===== src/wear_pkg.sv =====
// constants, bus carriers and state encoding for the breaker wear accumulator
// assumes a 20 MHz single clock domain and an AXI4-Lite master with 32-bit data
package wear_pkg;

  // --------------------------------------------------------------------------
  // bus carriers
  // --------------------------------------------------------------------------
  localparam int ADDR_W = 8;

  typedef struct packed {
    logic [ADDR_W-1:0] awaddr;
    logic awvalid;
    logic [31:0] wdata;
    logic [3:0] wstrb;
    logic wvalid;
    logic bready;
    logic [ADDR_W-1:0] araddr;
    logic arvalid;
    logic rready;
  } axil_req_t;

  typedef struct packed {
    logic awready;
    logic wready;
    logic [1:0] bresp;
    logic bvalid;
    logic arready;
    logic [31:0] rdata;
    logic [1:0] rresp;
    logic rvalid;
  } axil_rsp_t;

  localparam logic [1:0] RESP_OKAY = 2'h0;
  localparam logic [1:0] RESP_SLVERR = 2'h2;

  // --------------------------------------------------------------------------
  // register map (byte addresses)
  // --------------------------------------------------------------------------
  localparam logic [ADDR_W-1:0] OFS_CTRL = 8'h00;
  localparam logic [ADDR_W-1:0] OFS_STATUS = 8'h04;
  localparam logic [ADDR_W-1:0] OFS_COUNT_1KA = 8'h08;
  localparam logic [ADDR_W-1:0] OFS_COUNT_RATED = 8'h0c;
  localparam logic [ADDR_W-1:0] OFS_ALARM_THR = 8'h10;
  localparam logic [ADDR_W-1:0] OFS_RATED_CUR = 8'h14;
  localparam logic [ADDR_W-1:0] OFS_MIN_CUR = 8'h18;
  localparam logic [ADDR_W-1:0] OFS_WEAR_SUM = 8'h1c;
  localparam logic [ADDR_W-1:0] OFS_LAST_PEAK = 8'h20;

  localparam int CTRL_ENABLE_BIT = 0;
  localparam int CTRL_CLEAR_BIT = 1;
  localparam int STAT_ALARM_BIT = 0;
  localparam int STAT_BUSY_BIT = 1;
  localparam int STAT_ABANDON_BIT = 2;

  // --------------------------------------------------------------------------
  // settings: reset values and legal ranges (currents in 0.01 kA units)
  // --------------------------------------------------------------------------
  localparam int CNT_W = 17;
  localparam int CUR_W = 16;
  localparam logic [CNT_W-1:0] COUNT_MIN = 17'h00001;
  localparam logic [CNT_W-1:0] COUNT_MAX = 17'h186a0;
  localparam logic [CNT_W-1:0] COUNT_1KA_RST = 17'h0c350;
  localparam logic [CNT_W-1:0] COUNT_RATED_RST = 17'h00064;
  localparam logic [CNT_W-1:0] ALARM_THR_RST = 17'h0c350;
  localparam logic [CUR_W-1:0] RATED_MIN = 16'h03e8;
  localparam logic [CUR_W-1:0] RATED_MAX = 16'h2710;
  localparam logic [CUR_W-1:0] RATED_RST = 16'h03e8;
  localparam logic [CUR_W-1:0] MINCUR_MIN = 16'h000a;
  localparam logic [CUR_W-1:0] MINCUR_MAX = 16'h0032;
  localparam logic [CUR_W-1:0] MINCUR_RST = 16'h000a;

  // --------------------------------------------------------------------------
  // arithmetic: Q10 logarithms, accumulator with 10 fraction bits
  // --------------------------------------------------------------------------
  localparam int FRAC_W = 10;
  localparam int DIV_W = 28;
  localparam int ACC_W = 40;
  localparam logic [CNT_W-1:0] LOG2_100_Q10 = 17'h01a40;
  localparam int EXP_MAX = 20;
  localparam int EXP_MIN = -11;

  // --------------------------------------------------------------------------
  // timing
  // --------------------------------------------------------------------------
  localparam int CLK_HZ = 20000000;
  localparam int SEARCH_TIMEOUT_MS = 1000;
  localparam int SEARCH_TIMEOUT_CYC = SEARCH_TIMEOUT_MS * (CLK_HZ / 1000);

  typedef enum logic [2:0] {ST_IDLE, ST_SEARCH, ST_LOG, ST_DIV, ST_ADD} wear_state_t;

endpackage


===== src/breaker_wear_accumulator.sv =====
// breaker contact wear accumulator with AXI4-Lite settings and status
// assumes phase magnitudes arrive on aclk in 0.01 kA units; binary inputs are asynchronous
//
// Local design decisions: the AXI4-Lite interface to the registers and the address map.
module breaker_wear_accumulator #(
  parameter int TIMEOUT_CYC = wear_pkg::SEARCH_TIMEOUT_CYC
) (
  input wire logic aclk,
  input wire logic aresetn,
  input wire wear_pkg::axil_req_t axi_req,
  output wear_pkg::axil_rsp_t axi_rsp,
  input wire logic [15:0] phase_mag_a,
  input wire logic [15:0] phase_mag_b,
  input wire logic [15:0] phase_mag_c,
  input wire logic wear_block_in,
  input wire logic breaker_open_in,
  input wire logic breaker_closed_in,
  input wire logic trip_request_in,
  input wire logic wear_clear_in,
  input wire logic nv_restore_valid,
  input wire logic [39:0] nv_restore_sum,
  output logic [39:0] wear_sum_out,
  output logic wear_sum_save,
  output logic search_active_out,
  output logic wear_alarm_out
);
  import wear_pkg::*;

  localparam int TMR_W = $clog2(TIMEOUT_CYC + 1);
  localparam int NSYNC = 5;

  // refuse a timeout the counter cannot express
  if (TIMEOUT_CYC < 1) begin : g_bad_timeout
    $error("TIMEOUT_CYC must be at least one cycle");
  end

  // --------------------------------------------------------------------------
  // helpers
  // --------------------------------------------------------------------------
  // log2 in Q10: leading-one position plus linear fraction, error below 0.09
  function automatic logic [CNT_W-1:0] log2q(input logic [CNT_W-1:0] x);
    logic [4:0] p;
    logic [CNT_W-1:0] sh;
    p = 5'h00;
    for (int i = 0; i < CNT_W; i++) begin
      if (x[i]) p = 5'(i);
    end
    sh = x << (5'h10 - p);
    return {2'h0, p, sh[15:6]};
  endfunction

  // apply byte strobes onto the current value
  function automatic logic [31:0] merge(input logic [31:0] old, input logic [31:0] nw, input logic [3:0] strb);
    logic [31:0] r;
    r = old;
    for (int b = 0; b < 4; b++) begin
      if (strb[b]) r[b*8 +: 8] = nw[b*8 +: 8];
    end
    return r;
  endfunction

  // --------------------------------------------------------------------------
  // input synchronisers
  // --------------------------------------------------------------------------
  logic [NSYNC-1:0] pin_raw;
  logic [NSYNC-1:0] pin_meta_r;
  logic [NSYNC-1:0] pin_sync_r;
  assign pin_raw = {wear_clear_in, trip_request_in, breaker_closed_in, breaker_open_in, wear_block_in};

  // two flops per pin; only the second stage is used by the logic
  for (genvar g = 0; g < NSYNC; g++) begin : g_sync
    always_ff @(posedge aclk) begin
      if (!aresetn) begin
        pin_meta_r[g] <= 1'b0;
        pin_sync_r[g] <= 1'b0;
      end else begin
        pin_meta_r[g] <= pin_raw[g];
        pin_sync_r[g] <= pin_meta_r[g];
      end
    end
  end

  logic blk_s, open_s, closed_s, trip_s, clr_pin_s;
  assign {clr_pin_s, trip_s, closed_s, open_s, blk_s} = pin_sync_r;

  logic trip_d_r;
  // trip edge only, so a held trip does not retrigger after completion
  always_ff @(posedge aclk) begin
    if (!aresetn) trip_d_r <= 1'b0;
    else trip_d_r <= trip_s;
  end

  // --------------------------------------------------------------------------
  // AXI4-Lite slave
  // --------------------------------------------------------------------------
  logic aw_hold_r, w_hold_r, bvalid_r, rvalid_r;
  logic [ADDR_W-1:0] awaddr_r;
  logic [31:0] wdata_r, rdata_r, rd_mux;
  logic [3:0] wstrb_r;
  logic [1:0] bresp_r, rresp_r, rd_resp;
  logic do_write, wr_hit;

  assign axi_rsp.awready = ~aw_hold_r & ~bvalid_r;
  assign axi_rsp.wready = ~w_hold_r & ~bvalid_r;
  assign axi_rsp.bvalid = bvalid_r;
  assign axi_rsp.bresp = bresp_r;
  assign axi_rsp.arready = ~rvalid_r;
  assign axi_rsp.rvalid = rvalid_r;
  assign axi_rsp.rdata = rdata_r;
  assign axi_rsp.rresp = rresp_r;
  assign do_write = aw_hold_r & w_hold_r & ~bvalid_r;

  // address and data taken in either order; response once both are held
  always_ff @(posedge aclk) begin
    if (!aresetn) begin
      aw_hold_r <= 1'b0;
      w_hold_r <= 1'b0;
      bvalid_r <= 1'b0;
      bresp_r <= RESP_OKAY;
      awaddr_r <= '0;
      wdata_r <= '0;
      wstrb_r <= '0;
    end else begin
      if (axi_req.awvalid && axi_rsp.awready) begin
        aw_hold_r <= 1'b1;
        awaddr_r <= axi_req.awaddr;
      end
      if (axi_req.wvalid && axi_rsp.wready) begin
        w_hold_r <= 1'b1;
        wdata_r <= axi_req.wdata;
        wstrb_r <= axi_req.wstrb;
      end
      if (do_write) begin
        aw_hold_r <= 1'b0;
        w_hold_r <= 1'b0;
        bvalid_r <= 1'b1;
        bresp_r <= wr_hit ? RESP_OKAY : RESP_SLVERR;
      end else if (bvalid_r && axi_req.bready) begin
        bvalid_r <= 1'b0;
      end
    end
  end

  // read answer one cycle after the address is taken
  always_ff @(posedge aclk) begin
    if (!aresetn) begin
      rvalid_r <= 1'b0;
      rdata_r <= '0;
      rresp_r <= RESP_OKAY;
    end else if (axi_req.arvalid && axi_rsp.arready) begin
      rvalid_r <= 1'b1;
      rdata_r <= rd_mux;
      rresp_r <= rd_resp;
    end else if (rvalid_r && axi_req.rready) begin
      rvalid_r <= 1'b0;
    end
  end

  // --------------------------------------------------------------------------
  // settings registers
  // --------------------------------------------------------------------------
  logic op_en_r, sw_clear_r;
  logic [CNT_W-1:0] n1_r, nr_r, thr_r;
  logic [CUR_W-1:0] rated_r, minc_r;
  logic [31:0] wv;

  assign wr_hit = (awaddr_r == OFS_CTRL) || (awaddr_r == OFS_STATUS) || (awaddr_r == OFS_COUNT_1KA)
               || (awaddr_r == OFS_COUNT_RATED) || (awaddr_r == OFS_ALARM_THR) || (awaddr_r == OFS_RATED_CUR)
               || (awaddr_r == OFS_MIN_CUR) || (awaddr_r == OFS_WEAR_SUM) || (awaddr_r == OFS_LAST_PEAK);

  // addressed setting with the write's byte lanes merged on
  always_comb begin
    wv = 32'(op_en_r);
    if (awaddr_r == OFS_COUNT_1KA) wv = 32'(n1_r);
    else if (awaddr_r == OFS_COUNT_RATED) wv = 32'(nr_r);
    else if (awaddr_r == OFS_ALARM_THR) wv = 32'(thr_r);
    else if (awaddr_r == OFS_RATED_CUR) wv = 32'(rated_r);
    else if (awaddr_r == OFS_MIN_CUR) wv = 32'(minc_r);
    wv = merge(wv, wdata_r, wstrb_r);
  end

  // out-of-range values are dropped, the setting keeps its old value
  always_ff @(posedge aclk) begin
    if (!aresetn) begin
      op_en_r <= 1'b0;
      n1_r <= COUNT_1KA_RST;
      nr_r <= COUNT_RATED_RST;
      thr_r <= ALARM_THR_RST;
      rated_r <= RATED_RST;
      minc_r <= MINCUR_RST;
    end else if (do_write) begin
      if (awaddr_r == OFS_CTRL) begin
        op_en_r <= wv[CTRL_ENABLE_BIT];
      end else if (awaddr_r == OFS_COUNT_1KA) begin
        if (wv >= 32'(COUNT_MIN) && wv <= 32'(COUNT_MAX)) n1_r <= wv[CNT_W-1:0];
      end else if (awaddr_r == OFS_COUNT_RATED) begin
        if (wv >= 32'(COUNT_MIN) && wv <= 32'(COUNT_MAX)) nr_r <= wv[CNT_W-1:0];
      end else if (awaddr_r == OFS_ALARM_THR) begin
        if (wv >= 32'(COUNT_MIN) && wv <= 32'(COUNT_MAX)) thr_r <= wv[CNT_W-1:0];
      end else if (awaddr_r == OFS_RATED_CUR) begin
        if (wv >= 32'(RATED_MIN) && wv <= 32'(RATED_MAX)) rated_r <= wv[CUR_W-1:0];
      end else if (awaddr_r == OFS_MIN_CUR) begin
        if (wv >= 32'(MINCUR_MIN) && wv <= 32'(MINCUR_MAX)) minc_r <= wv[CUR_W-1:0];
      end
    end
  end

  // software clear is a one-cycle pulse from a write of one to the clear bit
  always_ff @(posedge aclk) begin
    if (!aresetn) sw_clear_r <= 1'b0;
    else sw_clear_r <= do_write && (awaddr_r == OFS_CTRL) && wstrb_r[0] && wdata_r[CTRL_CLEAR_BIT];
  end

  // --------------------------------------------------------------------------
  // peak search and wear computation
  // --------------------------------------------------------------------------
  wear_state_t state_r;
  logic run;
  logic [CUR_W-1:0] cur_max, peak_r, last_peak_r;
  logic [TMR_W-1:0] tmr_r;
  logic [$clog2(DIV_W+1)-1:0] div_cnt_r;
  logic [DIV_W-1:0] num_r;
  logic [CNT_W-1:0] div_r, rem_r, rem_sh;
  logic neg_r, abandon_r;
  logic signed [CNT_W:0] lp, lr, dn;
  logic signed [2*CNT_W+1:0] prod;
  logic [2*CNT_W+1:0] prod_abs;

  assign run = op_en_r & ~blk_s;

  // breaking current is the largest phase
  always_comb begin
    cur_max = phase_mag_a;
    if (phase_mag_b > cur_max) cur_max = phase_mag_b;
    if (phase_mag_c > cur_max) cur_max = phase_mag_c;
  end

  // logs relative to 1 kA; slope numerator from the two count points
  always_comb begin
    lp = $signed({1'b0, log2q({1'b0, peak_r})}) - $signed({1'b0, LOG2_100_Q10});
    lr = $signed({1'b0, log2q({1'b0, rated_r})}) - $signed({1'b0, LOG2_100_Q10});
    dn = $signed({1'b0, log2q(n1_r)}) - $signed({1'b0, log2q(nr_r)});
    prod = lp * dn;
    prod_abs = prod[2*CNT_W+1] ? 36'(-prod) : 36'(prod);
    rem_sh = {rem_r[CNT_W-2:0], num_r[DIV_W-1]};
  end

  // state sequence; any suspension drops the search without wear
  always_ff @(posedge aclk) begin
    if (!aresetn) begin
      state_r <= ST_IDLE;
    end else if (!run) begin
      state_r <= ST_IDLE;
    end else begin
      case (state_r)
        ST_IDLE: if (trip_s && !trip_d_r && closed_s) state_r <= ST_SEARCH;
        ST_SEARCH: begin
          if (tmr_r >= TMR_W'(TIMEOUT_CYC - 1)) state_r <= ST_IDLE;
          else if (open_s && cur_max < minc_r) state_r <= ST_LOG;
        end
        ST_LOG: state_r <= (peak_r == '0) ? ST_IDLE : ST_DIV;
        ST_DIV: if (div_cnt_r == '0) state_r <= ST_ADD;
        ST_ADD: state_r <= ST_IDLE;
        default: state_r <= ST_IDLE;
      endcase
    end
  end

  // peak tracking and search timer
  always_ff @(posedge aclk) begin
    if (!aresetn) begin
      peak_r <= '0;
      tmr_r <= '0;
    end else if (state_r == ST_IDLE) begin
      peak_r <= '0;
      tmr_r <= '0;
    end else if (state_r == ST_SEARCH) begin
      tmr_r <= tmr_r + TMR_W'(1);
      if (cur_max > peak_r) peak_r <= cur_max;
    end
  end

  // status of the last search and its peak
  always_ff @(posedge aclk) begin
    if (!aresetn) begin
      abandon_r <= 1'b0;
      last_peak_r <= '0;
    end else if (run && state_r == ST_SEARCH && tmr_r >= TMR_W'(TIMEOUT_CYC - 1)) begin
      abandon_r <= 1'b1;
    end else if (run && state_r == ST_SEARCH && open_s && cur_max < minc_r) begin
      abandon_r <= 1'b0;
      last_peak_r <= (cur_max > peak_r) ? cur_max : peak_r;
    end
  end

  // serial restoring divide: exponent = lp * dn / lr, Q10; one bit per cycle
  always_ff @(posedge aclk) begin
    if (!aresetn) begin
      num_r <= '0;
      div_r <= '0;
      rem_r <= '0;
      neg_r <= 1'b0;
      div_cnt_r <= '0;
    end else if (state_r == ST_LOG) begin
      num_r <= prod_abs[DIV_W-1:0];
      div_r <= lr[CNT_W-1:0];
      rem_r <= '0;
      neg_r <= lp[CNT_W] ^ dn[CNT_W];
      div_cnt_r <= ($clog2(DIV_W+1))'(DIV_W - 1);
    end else if (state_r == ST_DIV) begin
      div_cnt_r <= div_cnt_r - 1'b1;
      if (rem_sh >= div_r) begin
        rem_r <= rem_sh - div_r;
        num_r <= {num_r[DIV_W-2:0], 1'b1};
      end else begin
        rem_r <= rem_sh;
        num_r <= {num_r[DIV_W-2:0], 1'b0};
      end
    end
  end

  // increment = 2^exponent with linear fraction, in Q10 1 kA operations
  logic signed [DIV_W:0] expo;
  logic signed [DIV_W-FRAC_W:0] ip;
  logic [FRAC_W:0] mant;
  logic [ACC_W-1:0] inc;
  always_comb begin
    expo = neg_r ? -$signed({1'b0, num_r}) : $signed({1'b0, num_r});
    ip = expo[DIV_W:FRAC_W];
    mant = {1'b1, expo[FRAC_W-1:0]};
    if (ip > EXP_MAX) inc = '1;
    else if (ip < EXP_MIN) inc = '0;
    else if (ip >= 0) inc = ACC_W'(mant) << ip[4:0];
    else inc = ACC_W'(mant) >> 5'(-ip);
  end

  // --------------------------------------------------------------------------
  // accumulated wear and alarm
  // --------------------------------------------------------------------------
  logic [ACC_W-1:0] acc_r;
  logic [ACC_W:0] acc_sum;
  logic clr, clr_d_r, above, save_r, alarm_r;
  assign clr = clr_pin_s | sw_clear_r;
  assign acc_sum = {1'b0, acc_r} + {1'b0, inc};
  assign above = acc_r[ACC_W-1:FRAC_W] > (ACC_W - FRAC_W)'(thr_r);

  // clear beats restore beats add; saturates
  always_ff @(posedge aclk) begin
    if (!aresetn) begin
      acc_r <= '0;
      save_r <= 1'b0;
    end else begin
      save_r <= 1'b0;
      if (clr) begin
        acc_r <= '0;
        save_r <= 1'b1;
      end else if (nv_restore_valid) begin
        acc_r <= nv_restore_sum;
      end else if (run && state_r == ST_ADD) begin
        acc_r <= acc_sum[ACC_W] ? '1 : acc_sum[ACC_W-1:0];
        save_r <= 1'b1;
      end
    end
  end

  // alarm sets when above, drops only after a clear
  always_ff @(posedge aclk) begin
    if (!aresetn) begin
      clr_d_r <= 1'b0;
      alarm_r <= 1'b0;
    end else begin
      clr_d_r <= clr;
      if (above) alarm_r <= 1'b1;
      else if (clr_d_r) alarm_r <= 1'b0;
    end
  end

  assign wear_sum_out = acc_r;
  assign wear_sum_save = save_r;
  assign wear_alarm_out = alarm_r;
  assign search_active_out = (state_r != ST_IDLE);

  // read decode; unmapped gives zero and an error
  always_comb begin
    rd_mux = '0;
    rd_resp = RESP_OKAY;
    if (axi_req.araddr == OFS_CTRL) begin
      rd_mux[CTRL_ENABLE_BIT] = op_en_r;
    end else if (axi_req.araddr == OFS_STATUS) begin
      rd_mux[STAT_ALARM_BIT] = alarm_r;
      rd_mux[STAT_BUSY_BIT] = (state_r != ST_IDLE);
      rd_mux[STAT_ABANDON_BIT] = abandon_r;
    end else if (axi_req.araddr == OFS_COUNT_1KA) begin
      rd_mux = 32'(n1_r);
    end else if (axi_req.araddr == OFS_COUNT_RATED) begin
      rd_mux = 32'(nr_r);
    end else if (axi_req.araddr == OFS_ALARM_THR) begin
      rd_mux = 32'(thr_r);
    end else if (axi_req.araddr == OFS_RATED_CUR) begin
      rd_mux = 32'(rated_r);
    end else if (axi_req.araddr == OFS_MIN_CUR) begin
      rd_mux = 32'(minc_r);
    end else if (axi_req.araddr == OFS_WEAR_SUM) begin
      rd_mux = 32'(acc_r[ACC_W-1:FRAC_W]);
    end else if (axi_req.araddr == OFS_LAST_PEAK) begin
      rd_mux = 32'(last_peak_r);
    end else begin
      rd_resp = RESP_SLVERR;
    end
  end

endmodule


===== config.mk =====
export PLATFORM = sky130hd
export DESIGN_NAME = breaker_wear_accumulator
export DESIGN_NICKNAME = d
export VERILOG_FILES = /design/src/wear_pkg.sv /design/src/breaker_wear_accumulator.sv
export SDC_FILE = /design/constraint.sdc
export NUM_CORES = 2
export LEC_CHECK = 0
export BUFFER_PORTS_ARGS = -buffer_cell sky130_fd_sc_hd__clkbuf_2
export CAP_MARGIN = 40
export CORE_UTILIZATION = 45
export DETAILED_ROUTE_END_ITERATION = 8
export PLACE_DENSITY = 0.66
export SYNTH_ARGS = -nofsm -noshare
export SYNTH_HDL_FRONTEND = slang
export SYNTH_SLANG_ARGS = --single-unit

===== constraint.sdc =====
create_clock -name aclk -period 13.3 [get_ports aclk]
set_input_delay 1.33 -clock aclk [delete_from_list [all_inputs] [get_ports aclk]]
set_output_delay 1.33 -clock aclk [all_outputs]
set_load 0.01 [all_outputs]

==> metrics.cfg <==
[outcome]
status=finished clean

[clocking]
clockRootBuffer=clkbuf_16
cts_buffer_depth=3
h-tree-depth=2
cts_tree=yes
postCtsResizedCells=0
clk_pin_slew_ns=0.07
holdBufCountCts=0
clk_latency_ns=0.58
numCtsBuffers=42
cts.sinks=346
post_cts_buffers=0

[global_route]
grt_pass1_wl_um=196000
grt_pass1_vias=34500
grt_max_degree=56
grt_util_all_layers_pct=28.4
grt.overflow.total=0
antenna_found_initial=7

[worst_setup_path]
worst_path_most_repeated_cell=fa_1
crit_path_end_kind=flip-flop
crit_fanout=23
critPathLaunchType=flip-flop
slowest_stage=ha_1
max_stage_delay_ns=0.81
cp_data_arrival_time_ns=12.53
critPathRequiredTime_ns=13.73
crit_family=adder cells
criticalPathCategory=reg -> reg
cp.buffers_inverters=4

[synth]
ys_seq_area_share_pct=18.2
synth_flop_cell=dfxtp_1
syn_area_per_cell_sq_um=7.87
syn_inst=4845
synth_warnings=0
synth_edf_count=0
async_reset_ff_share_pct=0
synth_cell_types=110
syn_area_sq_um=38100
synth_seq_cells=346

[cells_and_area]
fin_util_pct=49.7
nFillCells=8277
fin_nets=5571
drive_gt1_share_pct=10.4
mostFrequentLayoutCell=nand2_1
mostFrequentLayoutCells=506 x nand2_1, 480 x inv_1, 379 x nor2_1, 345 x dfxtp_1, 316 x a21oi_1
multi_input_area_sq_um=28200
area_growth_pct=9.35
final-seq-area_sq_um=6930

[timing]
drv_slew=0
finalWorstSetupSlack_ns=1.21
timing.final.crit_share_pct=90.9
worst_pin_slew_ns=0.983
fin_worst_skew_ns=0.0323
relSlewSlack_pct=34.3
max_freq_mhz=82.7
rsz0062_at_grt=no
finalHoldViolCount=0
setup_viol=0
final_period_minus_worst_setup_slack_ns=12.09
tns_ns=0

[drt]
post_drt_wl_per_cell_um=20.2
via_count=36000
drtIter0Drc=3495
via_per_inst=5.92
drc=0
drt_wl_total_um=123000
dr.pass1.iters=6
drtAntennaViolNets=0

[power_and_ir_drop]
peakVddDrop_uv=397
powerDensity_nw_per_um2=119
p_leak_nw=18.7
total_power_mw=4.95

[job]
cap_violations=0

[placed_design]
gp_congestion=1.01
post-place-ws_ns=1.13
hpwl_um=96500
io_buffers=232

[die]
start_util_pct=45.5
core_sq_um=83800
fp.dieW_um=293
io_pins=237
fp.dieH_um=293
die_area_sq_um=85900
rows=106

[worst_hold_path]
min_path_type=reg -> reg

[cells in the mapped netlist, drive strengths merged (58+ instances only)]
cell type	n	area share (%)
a21o	63	1.2
nand3	102	1.3
a21oi	324	4.3
inv	487	4.8
o21ai	254	3.3
clkbuf	241	2.4
fa	266	14
nor2b	60	0.98
buf	63	0.94
nand2	508	5.0
and2	79	1.3
nor2	380	3.7
dfxtp	346	18
nor3	116	1.5
mux2i	193	5.1
a211oi	80	1.6
xnor2	114	2.8
xor2	79	1.8
nand2b	58	0.95
and3	61	1.0
ha	252	8.3
[layout make-up]
cell class	count	share of cell area, %
sequential	346	16.6
clock inverter	24	0.729
inverter	489	4.41
tap	1134	3.40
clock buffer	53	2.79
multi-input combinational	3709	67.6
timing repair buffer	312	4.45
antenna	7	0.0420
[registers in the layout, indices dropped and copies added, names as in the netlist, 3 cells and up]
name and flops:
wear_sum_out 40, wdata_r 32, rdata_r 30, num_r 28
tmr_r 25, n1_r 17, nr_r 17, thr_r 17
div_r 16, last_peak_r 16, minc_r 16, peak_r 16
rated_r 16, rem_r 16, awaddr_r 8, div_cnt_r 5
pin_meta_r 5, wstrb_r 4, state_r 3
[path summary, 6_finish.rpt]
check                start       end  slack [ns]  depth (start not counted)
min          pin_meta_r[2]  closed_s        0.43                          1
min reg2reg  pin_meta_r[2]  closed_s        0.43                          1
max reg2reg        n1_r[2]  num_r[7]        1.21                         43
max                n1_r[2]  num_r[7]        1.21                         43
[stage by stage]
stage / hold WS [ns] / area [sq um] / std cells
floorplan: 0.412 / 38100 / 4848
global placement: 0.421 / 39900 / 5968
detailed placement: 0.418 / 40200 / 5990
CTS: 0.439 / 41700 / 6067
global route: 0.462 / 41700 / 6067
finish: 0.434 / 41700 / 6074
[routing by layer]
metal	vias up	track usage (%)	wire, um
li1	17000	-	-
met1	17200	39.9	55200
met2	1451	43.7	53100
met3	231	6.23	11400
met4	10	7.56	3210
met5	-	0	63
[where the power goes]
group	internal [mW]	total [mW]	switching (mW)	leakage, nW
logic	1.10	2.62	1.52	15.2
registers	1.06	1.10	0.0364	2.81
clock network	0.724	1.23	0.508	0.717
[kinds of logic (layout without fill, tap and decap cells)]
logic type / Yosys count / in the layout / share of synthesized area [%]
xor+xnor: 193 / 193 / 4.59
buf+inv: 793 / 878 / 8.12
other cells: 1 / 11 / 0.00983
simple gates: 1553 / 1553 / 19.4
mux: 231 / 231 / 6.39
compound gates: 1210 / 1210 / 21.1
flops: 346 / 346 / 18.2
fa+ha+maj: 518 / 518 / 22.2
(Power assumes the default switching activity.)
